## config.mk

```make
export PLATFORM = sky130hd
export DESIGN_NAME = ipas_pending_active
export DESIGN_NICKNAME = d
export VERILOG_FILES = /design/src/include/ipas_pkg.sv /design/src/rtl/ipas_act_cell.sv /design/src/rtl/ipas_pend_cell.sv /design/src/rtl/ipas_pending_active.sv
export SDC_FILE = /design/constraint.sdc
export NUM_CORES = 1
export LEC_CHECK = 0
export ABC_AREA = 0
export BUFFER_PORTS_ARGS = -buffer_cell sky130_fd_sc_hd__buf_2
export CAP_MARGIN = 10
export CORE_ASPECT_RATIO = 0.6
export CORE_MARGIN = 4
export CORE_UTILIZATION = 45
export DETAILED_ROUTE_END_ITERATION = 16
export PLACE_DENSITY_LB_ADDON = 0.1
export SLEW_MARGIN = 20
export SYNTH_ARGS = -nofsm -noshare
export SYNTH_HDL_FRONTEND = slang
export SYNTH_SLANG_ARGS = --single-unit
```

## constraint.sdc

```tcl
create_clock -name sys_clk -period 2.3 [get_ports sys_clk]
set_clock_uncertainty 0.05 [all_clocks]
set_input_delay 0.345 -clock sys_clk [delete_from_list [all_inputs] [get_ports sys_clk]]
set_output_delay 0.345 -clock sys_clk [all_outputs]
set_load 0.05 [all_outputs]
```

## src/include/ipas_pkg.sv

```systemverilog
// constants, field layouts and carriers of the pending/active state block
// assumes a fixed build of two processors and two words of interrupts
package ipas_pkg;

    // ------------------------------------------------------------
    // build size
    // ------------------------------------------------------------
    localparam int LINE_COUNT = 1;
    localparam int NUM_WORDS = LINE_COUNT + 1;
    localparam int NUM_CPU = 2;
    localparam int CPU_W = 1;
    localparam int ADDR_W = 12;
    localparam int ID_W = 6;
    localparam int NUM_SGI = 16;

    // ------------------------------------------------------------
    // register offsets (byte addresses, word n at base + 4*n)
    // ------------------------------------------------------------
    localparam logic [ADDR_W-1:0] OFF_GROUP = 12'h080;
    localparam logic [ADDR_W-1:0] OFF_SET_PEND = 12'h200;
    localparam logic [ADDR_W-1:0] OFF_CLR_PEND = 12'h280;
    localparam logic [ADDR_W-1:0] OFF_SET_ACT = 12'h300;
    localparam logic [ADDR_W-1:0] OFF_CLR_ACT = 12'h380;
    localparam logic [ADDR_W-1:0] OFF_EDGE = 12'hc00;

    // ------------------------------------------------------------
    // field masks and reset values
    // ------------------------------------------------------------
    // interrupts 60..63 are not implemented
    localparam logic [NUM_WORDS-1:0][31:0] IMPL_MASK = {32'h0fffffff, 32'hffffffff};
    localparam logic [31:0] SGI_MASK = 32'h0000ffff;
    localparam logic [NUM_WORDS-1:0][31:0] EDGE_RESET = {32'h00000000, 32'h0000ffff};
    localparam logic [NUM_WORDS-1:0][31:0] GROUP_RESET = {32'h00000000, 32'h00000000};

    // ------------------------------------------------------------
    // carriers
    // ------------------------------------------------------------
    typedef struct packed {
        logic [ADDR_W-1:0] addr;
        logic [31:0] wdata;
        logic wr;
        logic rd;
        logic [CPU_W-1:0] cpu;
        logic nonSecure;
    } ipas_req_s;

    typedef struct packed {
        logic valid;
        logic [CPU_W-1:0] cpu;
        logic [ID_W-1:0] id;
    } ipas_ack_s;

endpackage

```

## src/rtl/ipas_act_cell.sv

```systemverilog
// active state of one interrupt
// assumes strobes are one-cycle pulses on sys_clk
`timescale 1ns/1ps
`default_nettype none
module ipas_act_cell
    import ipas_pkg::*;
(
    input wire logic sys_clk,
    input wire logic srst,
    input wire logic setAct,
    input wire logic clrAct,
    output logic active
);
    always_ff @(posedge sys_clk)
    begin
        if (srst)
            active <= 1'b0;
        else if (setAct) // see RL13
            active <= 1'b1;
        else if (clrAct)
            active <= 1'b0;
    end
endmodule
`default_nettype wire

```

## src/rtl/ipas_pend_cell.sv

```systemverilog
// pending state of one interrupt, edge or level behaviour
// assumes strobes are one-cycle pulses on sys_clk
`timescale 1ns/1ps
`default_nettype none
module ipas_pend_cell
    import ipas_pkg::*;
(
    input wire logic sys_clk,
    input wire logic srst,
    input wire logic isEdge,
    input wire logic line,
    input wire logic setPend,
    input wire logic clrPend,
    input wire logic ackTake,
    output logic pending
);
    logic lineDly;
    logic latch;
    logic lineRise;

    assign lineRise = line && !lineDly;

    always_ff @(posedge sys_clk)
    begin
        if (srst)
            lineDly <= 1'b0;
        else
            lineDly <= line;
    end

    // set wins over a clear in the same cycle so no event is lost
    always_ff @(posedge sys_clk)
    begin
        if (srst)
            latch <= 1'b0;
        else if (setPend || (isEdge && lineRise)) // see RL8 see RL9
            latch <= 1'b1;
        else if (clrPend || ackTake) // see RL3 see RL4
            latch <= 1'b0;
    end

    // a level line is never latched, only a set is: a clear cannot beat a high line
    assign pending = latch || (!isEdge && line); // see RL5 see RL9
endmodule
`default_nettype wire

```

## src/rtl/ipas_pending_active.sv

```systemverilog
// What this block does
// RL1: read zero when pending on no processor
// RL2: read one: banked per processor, shared anywhere
// RL3: edge clear drops pending, keeps active
// RL4: level pending from software cleared likewise
// RL5: asserted level line stays pending after clear
// RL6: clears of software interrupts are ignored
// RL7: clear word m/32 at 0x280, bit m%32
// RL8: edge pending latched by set or line
// RL9: level pending is latch or line
// RL10: unimplemented active bits read zero, ignore writes
// RL11: non-secure reads group 0 active as zero
// RL12: active bit reads active state only
// RL13: writing one activates; zero does nothing
// RL14: active words are line count plus one
// RL15: first active word banked per processor
// RL16: active word m/32 at 0x300, bit m%32
// RL17: active words are writable
// RL18: clear words count plus one, word zero banked
// RL19: unimplemented or hidden group 0 pending bits ignored
// RL20: software interrupt clear bits are read only
// RL21: single-cycle word access, state updated at once
//
// top of the pending and active state keeper, with its register port
// assumes synchronous inputs, one-cycle strobes and word-aligned accesses
`timescale 1ns/1ps
`default_nettype none
module ipas_pending_active
    import ipas_pkg::*;
(
    input wire logic sys_clk,
    input wire logic srst,
    input wire ipas_req_s req,
    output logic [31:0] rdData,
    input wire logic [NUM_CPU-1:0][31:0] ppiLine,
    input wire logic [31:0] spiLine,
    input wire logic [NUM_CPU-1:0][NUM_SGI-1:0] sgiSetPend,
    input wire logic [NUM_CPU-1:0][NUM_SGI-1:0] sgiClrPend,
    input wire ipas_ack_s ack,
    output logic [NUM_CPU-1:0][31:0] bankPending,
    output logic [31:0] sharedPending,
    output logic [NUM_CPU-1:0][31:0] bankActive,
    output logic [31:0] sharedActive
);
    // ------------------------------------------------------------
    // address decode
    // ------------------------------------------------------------
    logic aligned;
    logic wordSel;
    logic hitGroup;
    logic hitSetPend;
    logic hitClrPend;
    logic hitSetAct;
    logic hitClrAct;
    logic hitEdge;
    logic anyHit;

    // two words per array, so bit 2 is the word index
    assign aligned = (req.addr[1:0] == 2'b00);
    assign wordSel = req.addr[2];
    assign hitGroup = aligned && (req.addr[ADDR_W-1:3] == OFF_GROUP[ADDR_W-1:3]);
    assign hitSetPend = aligned && (req.addr[ADDR_W-1:3] == OFF_SET_PEND[ADDR_W-1:3]);
    assign hitClrPend = aligned && (req.addr[ADDR_W-1:3] == OFF_CLR_PEND[ADDR_W-1:3]); // see RL7 see RL18
    assign hitSetAct = aligned && (req.addr[ADDR_W-1:3] == OFF_SET_ACT[ADDR_W-1:3]); // see RL16 see RL14
    assign hitClrAct = aligned && (req.addr[ADDR_W-1:3] == OFF_CLR_ACT[ADDR_W-1:3]);
    assign hitEdge = aligned && (req.addr[ADDR_W-1:3] == OFF_EDGE[ADDR_W-1:3]);
    assign anyHit = hitGroup || hitSetPend || hitClrPend || hitSetAct || hitClrAct || hitEdge;

    // ------------------------------------------------------------
    // configuration words: trigger mode and group
    // ------------------------------------------------------------
    logic [NUM_WORDS-1:0][31:0] edgeWord;
    logic [NUM_WORDS-1:0][31:0] groupWord;
    logic [31:0] accessMask;

    // software interrupts stay edge; the group word is secure-only
    always_ff @(posedge sys_clk)
    begin
        if (srst)
            edgeWord <= EDGE_RESET;
        else if (req.wr && hitEdge)
            edgeWord[wordSel] <= (req.wdata & IMPL_MASK[wordSel]) | (wordSel ? 32'h00000000 : SGI_MASK);
    end

    always_ff @(posedge sys_clk)
    begin
        if (srst)
            groupWord <= GROUP_RESET;
        else if (req.wr && hitGroup && !req.nonSecure)
            groupWord[wordSel] <= req.wdata & IMPL_MASK[wordSel];
    end

    // bits reachable by this access: implemented, and group 1 when non-secure
    assign accessMask = IMPL_MASK[wordSel] & (req.nonSecure ? groupWord[wordSel] : 32'hffffffff); // see RL10 see RL19

    // ------------------------------------------------------------
    // write strobes per bit, applied in the cycle of the write
    // ------------------------------------------------------------
    logic [NUM_CPU-1:0][31:0] bankSetPend;
    logic [NUM_CPU-1:0][31:0] bankClrPend;
    logic [NUM_CPU-1:0][31:0] bankSetAct;
    logic [NUM_CPU-1:0][31:0] bankClrAct;
    logic [NUM_CPU-1:0][31:0] bankAck;
    logic [31:0] shSetPend;
    logic [31:0] shClrPend;
    logic [31:0] shSetAct;
    logic [31:0] shClrAct;
    logic [31:0] shAck;
    logic [31:0] wrBits;
    logic [31:0] ackBit;

    assign wrBits = req.wdata & accessMask; // see RL3 see RL13
    assign ackBit = 32'h00000001 << ack.id[4:0];

    always_comb
    begin
        for (int c = 0; c < NUM_CPU; c++)
        begin
            bankSetPend[c] = {16'h0000, sgiSetPend[c]};
            bankClrPend[c] = {16'h0000, sgiClrPend[c]};
            bankSetAct[c] = 32'h00000000;
            bankClrAct[c] = 32'h00000000;
            bankAck[c] = 32'h00000000;
            if (req.wr && !wordSel && (req.cpu == c[CPU_W-1:0]))
            begin
                // register writes never touch software interrupt pending
                if (hitSetPend)
                    bankSetPend[c] = bankSetPend[c] | (wrBits & ~SGI_MASK);
                if (hitClrPend)
                    bankClrPend[c] = bankClrPend[c] | (wrBits & ~SGI_MASK); // see RL6 see RL20
                if (hitSetAct)
                    bankSetAct[c] = wrBits; // see RL17 see RL21
                if (hitClrAct)
                    bankClrAct[c] = wrBits;
            end
            if (ack.valid && !ack.id[5] && (ack.cpu == c[CPU_W-1:0]))
                bankAck[c] = ackBit;
        end
    end

    always_comb
    begin
        shSetPend = 32'h00000000;
        shClrPend = 32'h00000000;
        shSetAct = 32'h00000000;
        shClrAct = 32'h00000000;
        shAck = 32'h00000000;
        if (req.wr && wordSel)
        begin
            if (hitSetPend)
                shSetPend = wrBits;
            if (hitClrPend)
                shClrPend = wrBits; // see RL3 see RL21
            if (hitSetAct)
                shSetAct = wrBits; // see RL17
            if (hitClrAct)
                shClrAct = wrBits;
        end
        if (ack.valid && ack.id[5])
            shAck = ackBit & IMPL_MASK[1];
    end

    // ------------------------------------------------------------
    // state cells: word zero banked per processor, word one shared
    // ------------------------------------------------------------
    for (genvar c = 0; c < NUM_CPU; c++)
    begin : g_bank
        for (genvar b = 0; b < 32; b++)
        begin : g_bit
            ipas_pend_cell u_pend (
                .sys_clk(sys_clk),
                .srst(srst),
                .isEdge(edgeWord[0][b]),
                .line((b >= NUM_SGI) ? ppiLine[c][b] : 1'b0),
                .setPend(bankSetPend[c][b]),
                .clrPend(bankClrPend[c][b]), // see RL18
                .ackTake(bankAck[c][b]),
                .pending(bankPending[c][b])
            );
            ipas_act_cell u_act (
                .sys_clk(sys_clk),
                .srst(srst),
                .setAct(bankSetAct[c][b] || bankAck[c][b]), // see RL15
                .clrAct(bankClrAct[c][b]),
                .active(bankActive[c][b])
            );
        end
    end

    for (genvar b = 0; b < 32; b++)
    begin : g_shared
        ipas_pend_cell u_pend (
            .sys_clk(sys_clk),
            .srst(srst),
            .isEdge(edgeWord[1][b]),
            .line(spiLine[b] && IMPL_MASK[1][b]),
            .setPend(shSetPend[b]),
            .clrPend(shClrPend[b]),
            .ackTake(shAck[b]),
            .pending(sharedPending[b])
        );
        ipas_act_cell u_act (
            .sys_clk(sys_clk),
            .srst(srst),
            .setAct(shSetAct[b] || shAck[b]),
            .clrAct(shClrAct[b]),
            .active(sharedActive[b])
        );
    end

    // ------------------------------------------------------------
    // read path: data one cycle after the strobe, zero otherwise
    // ------------------------------------------------------------
    logic [31:0] pendView;
    logic [31:0] actView;
    logic [31:0] next_rdData;

    // banked word shows the reader's own copy, shared word any processor
    assign pendView = wordSel ? sharedPending : bankPending[req.cpu]; // see RL1 see RL2
    assign actView = wordSel ? sharedActive : bankActive[req.cpu]; // see RL12

    always_comb
    begin
        next_rdData = 32'h00000000;
        if (req.rd)
        begin
            if (hitSetPend || hitClrPend)
                next_rdData = pendView & accessMask; // see RL19
            else if (hitSetAct || hitClrAct)
                next_rdData = actView & accessMask; // see RL10 see RL11
            else if (hitEdge)
                next_rdData = edgeWord[wordSel] & accessMask;
            else if (hitGroup)
                next_rdData = req.nonSecure ? 32'h00000000 : groupWord[wordSel];
        end
    end

    always_ff @(posedge sys_clk)
    begin
        if (srst)
            rdData <= 32'h00000000;
        else
            rdData <= next_rdData;
    end
endmodule
`default_nettype wire
```

======== After elaboration in Yosys (flattened, before gate mapping) ========
Cells that the tools add are included.
W data, S select, Z words.
word-level totals
  register bits ........................... 412
  input bits .............................. 218
  output and inout port bits .............. 224
  word-level logic and storage cells ...... 1524
operators by class
  $lt $le $gt $ge ......................... 3
  equality and inequality tests ........... 6
  shifts and indexed selects .............. 1
  mux-type cells .......................... 430
  bitwise logic cells ..................... 14
  reductions and logical operators ........ 813
operators by type and width
  operator                    count
  $mux W32                    41
  $mux W1                     384
  $reduce_bool A2 Y1          192
  $logic_or A1 B1 Y1          306
  $logic_and A1 B1 Y1         198
  $and A32 B32 Y32            6
  $bwmux W64                  2
  $or A16 B32 Y32             4
  $logic_not A1 Y1            107
  $eq A9 B7 Y1 const B        4
  $demux W32 S1               1
  $or A32 B16 Y32             1
  $shl A1 B5 Y32 const A      1
  $mux W28                    1
  $mux W16                    1
  $eq A9 B5 Y1 const B        1
  $eq A9 B9 Y1 const B        1
  $logic_or A1 B1 Y1 const B  8
  $lt A1 B2 Y1 const B        2
  $not A1 Y1                  3
  $logic_not A2 Y1            1
  $reduce_or A2 Y1            1
  $ge A1 B1 Y1 const B        1

======== Logic depth before layout (Yosys ltp) ========
Gate-level depths: netlist of the first run.
  depth in word-level cells ............... 11
  mapped depth ............................ 8
  gate-level depth less buffers ........... 5

======== Hierarchy ========
Synthesis of the first run repeated with hierarchy kept, for this count alone.
unflattened totals
  cells, all modules ...................... 2664
  area, all modules ....................... 22864.4 µm²
by module, submodules not included
  module               times used  cells each  area an instance (µm²)  sequential area each (µm²)
  ipas_pending_active  1           1416        10973.0                 3203.1
  ipas_pend_cell       96          9           85.1                    40.0
  ipas_act_cell        96          4           38.8                    20.0

======== Worst setup path before layout of the first run ========
Ideal clock, no wire load.
  path type ............................... in2reg
  start ................................... in req[42] in the netlist's numbering
  end ..................................... reg g_shared[16].u_pend.latch
  arrival ................................. 2.251 ns
  required time ........................... 2.180 ns
  path slack .............................. -0.072 ns
  stages .................................. 8
  buffers on the path ..................... 3
  path through ............................ or4_1 buf_2 or3_1 buf_2 nor4_4 buf_6 a21oi_1 a21oi_1
between the ends
  word-level cells in the longest chain between the ends .. 6
RTL lines
  item                                                  RTL line                                                RTL
  from (decl)                                           ipas_pending_active.sv:33                               input wire ipas_req_s req,
  $eq A9 B7 Y1 (on tied branches)                       ipas_pending_active.sv:62, ipas_pending_active.sv:63
  $logic_and A1 B1 Y1 (on tied branches)                ipas_pending_active.sv:62, ipas_pending_active.sv:63
  $mux W32 (on tied branches)                           ipas_pending_active.sv:150, ipas_pending_active.sv:152
  $mux W32                                              ipas_pending_active.sv:148                              if (req.wr && wordSel)
  $logic_or A1 B1 Y1 (on tied branches)                 ipas_pend_cell.sv:36, ipas_pend_cell.sv:38
  $mux W1 / $reduce_bool A2 Y1 (equally long branches)  --
  to (signal assigned)                                  ipas_pend_cell.sv:35                                    latch <= 1'b0;
  to (signal assigned)                                  ipas_pend_cell.sv:37                                    latch <= 1'b1;
  to (signal assigned)                                  ipas_pend_cell.sv:39                                    latch <= 1'b0;
  to (decl)                                             ipas_pend_cell.sv:18                                    logic latch;
Several ways; a longest one is shown, not always the timed one.
A chain may end at the register's enable or synchronous reset.

======== Final worst setup path of the first run ========
  start ................................... in req[42] in the netlist's numbering
  end ..................................... reg g_bank[0].g_bit[11].u_act.active
between the ends
  word-level cells in the longest chain between the ends .. 6
RTL lines
  item                                                  RTL line                    RTL
  $eq A9 B7 Y1                                          ipas_pending_active.sv:64   assign hitSetAct = aligned && (req.addr[ADDR_W-1:3] == OFF_SET_ACT[ADDR_W-1:3]);
  $logic_and A1 B1 Y1                                   ipas_pending_active.sv:64
  $mux W32                                              ipas_pending_active.sv:131  if (hitSetAct)
  $mux W32                                              ipas_pending_active.sv:124  if (req.wr && !wordSel && (req.cpu == c[CPU_W-1:0]))
  $logic_or A1 B1 Y1                                    ipas_pending_active.sv:183  .setAct(bankSetAct[c][b] || bankAck[c][b]),
  $mux W1 / $reduce_bool A2 Y1 (equally long branches)  --
  to (signal assigned)                                  ipas_act_cell.sv:17         active <= 1'b0;
  to (signal assigned)                                  ipas_act_cell.sv:19         active <= 1'b1;
  to (signal assigned)                                  ipas_act_cell.sv:21         active <= 1'b0;
  to (decl)                                             ipas_act_cell.sv:12         output logic active
Several ways; a longest one is shown, not always the timed one.

==> summary.md, run 1 <==
| Metric | Value |
|---|---|
| Max Cap Viol | 0 |
| WP buf/inv | 5 |
| Area grow syn2layout | 20.7% |
| R2R Path Start | groupWord[53] |
| CP max stage delay | 0.58 ns |
| RSZ-0062 raised after global routing | no |
| Worst-case hold path end point | g_bank[0].g_bit[30].u_pend.lineDly |
| DRC | 0 |
| Pins Over Slew Limit | 0 |
| Crit-path leading delay family | simple AND/OR/NAND/NOR gates |
| Slew HR | 50.3% |
| Post-synthesis simple-gate area fraction | 18.7% |
| Cell breakdown of the critical path | buf_2 > nor4_1 > buf_4 > nand3b_1 > buf_4 > nor4_2 > buf_4 > buf_12 > nand2_1 > a31oi_1 |
| Final hold violations | 0 |
| Complex-gate fraction of the synthesized area | 23.8% |
| Cell repeated most along the worst path | buf_4 |
| Htree depth | 2 |
| Setup WS pre-CTS | -0.385 ns |
| Main combinational cell family by area after synthesis | compound AO/OA/AOI/OAI gates |
| Number of global-route vias before repair | 20000 |
| Post-cts resize count | 0 |
| Seq pwr share | 45.0% |
| Final Cell Area | 24800 um^2 |
| Gr ovfl total | 0 |
| Met2 Usage GRT | 49.5% |
| CTS tree | built |
| Detail-routed via count per cell | 5.92 |
| Max Clk Rate | 466 MHz |
| Syn_area_per_cell | 7.72 um^2 |
| Worst-path clk slew | 0.07 ns |
| Initial antenna violation count | 13 |
| Die area | 49200 um^2 |
| DR WL/cell | 24.8 um |
| Mux cell area share after synthesis | 5.58% |
| Switch Pwr | 4.32 mW |
| Largest net degree at the start of global routing | 125 |
| Hold_buf cts | 80 |
| Worst Path Max Fanout | 12 |
| WS Path Type | primary input to register |
| Hold Crit Start | ppiLine[30] |
| Worst setup EP type | register |
| Min Hold Slack | 0.0176 ns |
| IO Port Bufs | 405 |
| Total Power | 16.0 mW |
| Min Tclk post-route | 2.15 ns |
| Initial Util | 45.6% |
| Iter 0 DRT Violations | 2922 |
| Sw frac | 26.9% |
| XOR/XNOR Fraction of Synth Area | 0% |
| Library cells used by synthesis | 55 |
| Leakage | 9.99 nW |
| Min-Delay Path Class | primary input to register |
| Synth top area cells | dfxtp_1 (40%), nand2_1 (9.3%), buf_4 (7.0%) |
| CP max-delay cell | nor4_1 |
| Chip Width | 284 um |
| CP Launch Type | primary input |
| Power Internal | 11.7 mW |
| Commonest non-fill, non-tap cell in the layout | nand2_1 |
| Asr flop ratio synth | 0% |
| Num CTS Buffers | 41 |
| Top cell type's share of synthesized area | 39.8% |
| Seq cells post-synth | 408 |
| Placed instance area | 22600 um^2 |
| Filler instances | 4245 |
| Status | finished, final reports clean |
| Critical path origin | req[42] |
| Seq/Total Area, Yosys | 39.8% |
| R2R setup slack | 0.62 ns |
| Synthesized net count | 2876 |
| Gr usage total | 34.2% |
| GR peak layer | met1 |
| CTS root buffer | clkbuf_16 |
| Post-CTS setup buffers | 0 |
| Clock sink count | 408 |
| Worst R2R End | g_bank[1].g_bit[21].u_act.active |
| Clk pwr share | 43.3% |
| Adder-cell share of the synthesized area | 0% |
| WHS Path Cells | 2 |
| Highest-count cells in the layout ignoring fill and taps | nand2_1 (507), dfxtp_1 (408), buf_2 (402) |
| Prevailing post-synth register cell | dfxtp_1 |
| Synth Cell Area | 20500 um^2 |
| Combinational power share | 11.6% |
| Final setup fails | 0 |
| Met3 usage | 7.28% |
| Total number of vias | 21200 |
| RD Place Congestion | 0.945 |
| WP data arrival | 2.57 ns |
| Std cell rows | 60 |
| Skew-Pair Late Insertion Delay | 0.56 ns |
| 1st-pass router iterations | 6 |
| M1 GR Usage | 51.3% |
| Post-route clock period utilization | 93.4% |
| Routed Wire Length | 89000 um |
| IO Count | 442 |
| Core area | 45000 um^2 |
| Worst endpoint required time | 2.72 ns |
| Hpwl dp | 64700 um |
| Maximum root-to-sink buffer count | 3 |
| Routed Antenna Nets | 0 |
| Peak supply drop | 0.000416 V |
| First-pass GRT wire length | 130000 um |
| Area leader, netlist | dfxtp_1 |
| Post-synth EDFFs | 0 |
| Post-synthesis cell count | 2658 |
| Yosys Warn Count | 0 |
| FF-to-FF path depth | 5 |
| Fin nets | 3172 |
| PwrDens | 647 nW/um^2 |
| Share of layout cells above drive strength 1 | 20.7% |
| Worst-Margin Slew | 0.745 ns |
| Die height | 173 um |
| Worst setup margin | 0.152 ns |
## flip-flops by register name, indices dropped and copies added (netlist names)
name / cells
g_shared.u_pend.lineDly: 28
g_bank.g_bit.u_pend.latch: 64
groupWord: 64
g_bank.g_bit.u_pend.lineDly: 32
g_shared.u_act.active: 32
rdData: 32
g_bank.g_bit.u_act.active: 64
g_shared.u_pend.latch: 32
edgeWord: 60
## metrics by stage
stage | instances | utilization (%) | setup TNS, ns
after CTS | 3573 | 55.0 | 0
after global placement | 3419 | 50.2 | -42.68
after detailed placement | 3419 | 50.2 | -54.37
final | 3586 | 55.1 | 0
after global routing | 3578 | 55.1 | 0
after floorplan | 2658 | - | 0
## cells by family (layout without fill, tap and decap cells)
kind of cell,after synthesis,after routing
muxes,114,114
and+or+nand+nor,866,866
buffers and inverters,462,789
other,0,12
AOI/OAI and AO/OA,808,808
DFF,408,408
## synth_stat cells (all sizes together), types with 4 or more instances
| cell | instances |
|---|---|
| mux2i | 111 |
| and2 | 36 |
| nand3b | 11 |
| inv | 100 |
| o2111ai | 13 |
| nor2 | 158 |
| nand2b | 4 |
| a21oi | 271 |
| a211oi | 8 |
| a21o | 70 |
| dfxtp | 408 |
| a32oi | 12 |
| o22ai | 14 |
| buf | 222 |
| nor4 | 5 |
| nand3 | 10 |
| nor2b | 72 |
| or3b | 6 |
| o21ai | 174 |
| nand2 | 507 |
| a22oi | 16 |
| o2bb2ai | 4 |
| nor3 | 8 |
| o221ai | 20 |
| clkbuf | 139 |
| o211ai | 78 |
| a311oi | 9 |
| nor3b | 9 |
| or3 | 25 |
| a31oi | 110 |
## worst max path at each step
stage,endpoint,slack [ns],cells after the start
after global routing,g_bank[0].g_bit[11].u_act.active,0.11,10
after floorplan,g_shared[16].u_pend.latch,0.003,8
after detailed placement,g_bank[0].g_bit[2].u_act.active,-0.38,10
after global placement,g_bank[0].g_bit[11].u_act.active,-0.31,10
final,g_bank[0].g_bit[11].u_act.active,0.15,10
after CTS,g_bank[0].g_bit[11].u_act.active,0.18,10
## routing by layer
metal | wire length, um | part of all wire [%]
met1 | 40000 | 45
met2 | 36800 | 41
met3 | 9840 | 11
met4 | 2340 | 2.6
met5 | 36 | 0.040
## power groups by stage
stage          combinational, mW  sequential (mW)  clock, mW
2_1_floorplan               1.15             7.36          0
3_3_place_gp                1.70             7.37          0
3_5_place_dp                1.71             7.37          0
4_1_cts                     1.82             7.21       7.01
5_1_grt                     1.95             7.22       7.31
6_report                    1.86             7.21       6.94
## layout make-up
class                           count  area [um^2]  share of cell area (%)
Clock inverter                      7         67.6                   0.273
Inverter                          101          379                    1.53
Timing Repair Buffer              614         4200                    17.0
Multi-Input combinational cell   1788         9910                    40.0
Sequential cell                   408         8170                    33.0
Clock buffer                       67         1290                    5.19
Antenna cell                       12         30.0                   0.121
Tap cell                          589          737                    2.97
(Power assumes the default switching activity.)
==> run 2: changes to the inputs <==
- SYNTH_HIERARCHICAL: default -> 1
==> summary.md, run 2 <==
| Metric | Value |
|---|---|
| Final Cell Area | 29400 um^2 |
| Gr usage total | 29.8% |
| Worst endpoint required time | 1.90 ns |
| Hpwl dp | 59200 um |
| WS Path Type | register to output pin |
| Commonest non-fill, non-tap cell in the layout | dfxtp_1 |
| 1st-pass router iterations | 5 |
| DR WL/cell | 21.0 um |
| Htree depth | 2 |
| Clock sink count | 448 |
| Worst Path Max Fanout | 7 |
| IO Count | 442 |
| Area grow syn2layout | 28.4% |
| Die area | 54600 um^2 |
| Final hold violations | 0 |
| Routed Antenna Nets | 0 |
| IO Port Bufs | 405 |
| Highest-count cells in the layout ignoring fill and taps | dfxtp_1 (448), nor2_1 (446), buf_2 (402) |
| CTS tree | built |
| Max Clk Rate | 510 MHz |
| RSZ-0062 raised after global routing | no |
| Total number of vias | 21600 |
| Initial antenna violation count | 4 |
| Peak supply drop | 0.000455 V |
| RD Place Congestion | 0.920 |
| Skew-Pair Late Insertion Delay | 0.56 ns |
| Num CTS Buffers | 44 |
| Placed instance area | 27100 um^2 |
| Fin nets | 3522 |
| Chip Width | 299 um |
| Post-Place Cells | 3859 |
| DRC | 0 |
| Slew HR | 34.7% |
| Seq/Total Area, Yosys | 39.2% |
| Iter 0 DRT Violations | 1679 |
| Post-route clock period utilization | 85.2% |
| Leakage | 13.2 nW |
| Share of layout cells above drive strength 1 | 27.1% |
| Clk pwr share | 42.7% |
| Sw frac | 26.2% |
| Worst setup EP type | output pin |
| Min Tclk post-route | 1.96 ns |
| Non-filler instance count after layout | 4023 |
| Final setup fails | 0 |
| Die height | 183 um |
| Area leader, netlist | dfxtp_1 |
| Largest net degree at the start of global routing | 61 |
| Filler instances | 4475 |
| Library cells used by synthesis | 55 |
| Post-cts resize count | 0 |
| Initial Util | 45.9% |
| Maximum root-to-sink buffer count | 3 |
| CTS root buffer | clkbuf_16 |
| Pins Over Slew Limit | 0 |
| Combinational power share | 12.6% |
| PwrDens | 606 nW/um^2 |
| First-pass GRT wire length | 127000 um |
| Status | finished, final reports clean |
| Worst-Margin Slew | 0.977 ns |
| Count leader, synth | dfxtp_1 |
| Std cell rows | 63 |
| Number of global-route vias before repair | 21300 |
| Detail-routed via count per cell | 5.37 |
| Syn_area_per_cell | 8.58 um^2 |
| Seq cells post-synth | 448 |
| Hold_buf cts | 81 |
| Switch Pwr | 4.66 mW |
| Routed Wire Length | 84500 um |
| Total Power | 17.8 mW |
| Most frequent cells after synthesis | dfxtp_1 (448), nor2_1 (446), inv_1 (290) |
| Synth Cell Area | 22900 um^2 |
| Core area | 49800 um^2 |
| Prevailing post-synth register cell | dfxtp_1 |
| Min-Delay Path Class | primary input to register |
| Post-CTS setup buffers | 0 |
| Gr ovfl total | 0 |
| Asr flop ratio synth | 0% |
| Post-synthesis cell count | 2664 |
| CP Launch Type | register |
| WP data arrival | 1.56 ns |
| Seq pwr share | 44.7% |
| Worst-path clk slew | 0.06 ns |
| Power Internal | 13.1 mW |
| Top cell type's share of synthesized area | 39.2% |
| Max Cap Viol | 0 |
| Synth top area cells | dfxtp_1 (39%), mux2i_1 (8.4%), nor2_1 (7.3%) |
| Post-synth EDFFs | 0 |
| Yosys Warn Count | 6 |
run 2: cell types whose count changed after synthesis, sizes merged, moves of 114 or more:
cell and delta:
buf -160, o21ai -170, o22ai +134, nand2 -381, a21oi -170, nor2 +289, nand2b +114, inv +190
run 2: layer usage:
| layer | vias to the layer above | part of all wire [%] | GRT usage [%] |
|---|---|---|---|
| met3 | 172 | 8.8 | 5.97 |
| met5 | - | 0 | 0 |
| li1 | 10200 | - | - |
| met1 | 10300 | 45 | 41.4 |
| met2 | 947 | 44 | 47.0 |
| met4 | 0 | 2.9 | 8.59 |
run 2: final timing paths:
| check | startpoint | end | slack, ns | cells past startpoint |
|---|---|---|---|---|
| setup / recovery | edgeWord[28] | bankPending[28] | 0.34 | 3 |
| hold / removal | ppiLine[56] | g_bank[1].g_bit[24].u_pend/lineDly | 0.007 | 2 |
| setup reg to reg | edgeWord[17] | rdData[17] | 0.44 | 6 |
| hold reg to reg | g_shared[29].u_act/active | g_shared[29].u_act/active | 0.44 | 2 |
run 2: final cells by class:
class | instances | area, um^2 | area share (%)
Multi-Input combinational cell | 1916 | 12700 | 43.4
Antenna cell | 4 | 10.0 | 0.0341
Clock inverter | 12 | 166 | 0.567
Tap cell | 682 | 853 | 2.91
Sequential cell | 448 | 8970 | 30.5
Timing Repair Buffer | 604 | 4210 | 14.3
Clock buffer | 67 | 1320 | 4.49
Inverter | 290 | 1090 | 3.71
run 2: power groups by stage:
| stage | Clock [mW] | Sequential (mW) | Combinational, mW |
|---|---|---|---|
| after floorplan | 0 | 8.16 | 1.21 |
| after global placement | 0 | 8.12 | 2.07 |
| after detailed placement | 0 | 8.13 | 2.09 |
| after CTS | 7.69 | 7.96 | 2.21 |
| after global routing | 7.99 | 7.97 | 2.38 |
| final | 7.59 | 7.96 | 2.24 |
run 2: worst max-delay path, cell delays in order, from the launching register on:
cell and delay [ns]:
dfxtp_1 0.49, inv_1 0.08, a21o_2 0.23, buf_2 0.21
run 2: metrics by stage:
step	hold WS (ns)	util, %	setup slack [ns]	TNS, ns
6_report	0.00743	58.9	0.340	0
5_1_grt	0.0107	58.9	0.253	0
4_1_cts	0.000783	58.9	0.324	0
3_5_place_dp	0.429	54.3	-0.0933	-0.735
3_3_place_gp	0.419	54.3	0.00949	0
2_1_floorplan	0.357	-	0.198	0
run 2: cell families after synthesis:
logic type	after synthesis	synth area share (%)
other	1	0.0164
DFF	448	39.2
buffers and inverters	427	7.44
and+or+nand+nor	1052	25.3
muxes	252	11.4
AOI/OAI and AO/OA	484	16.7
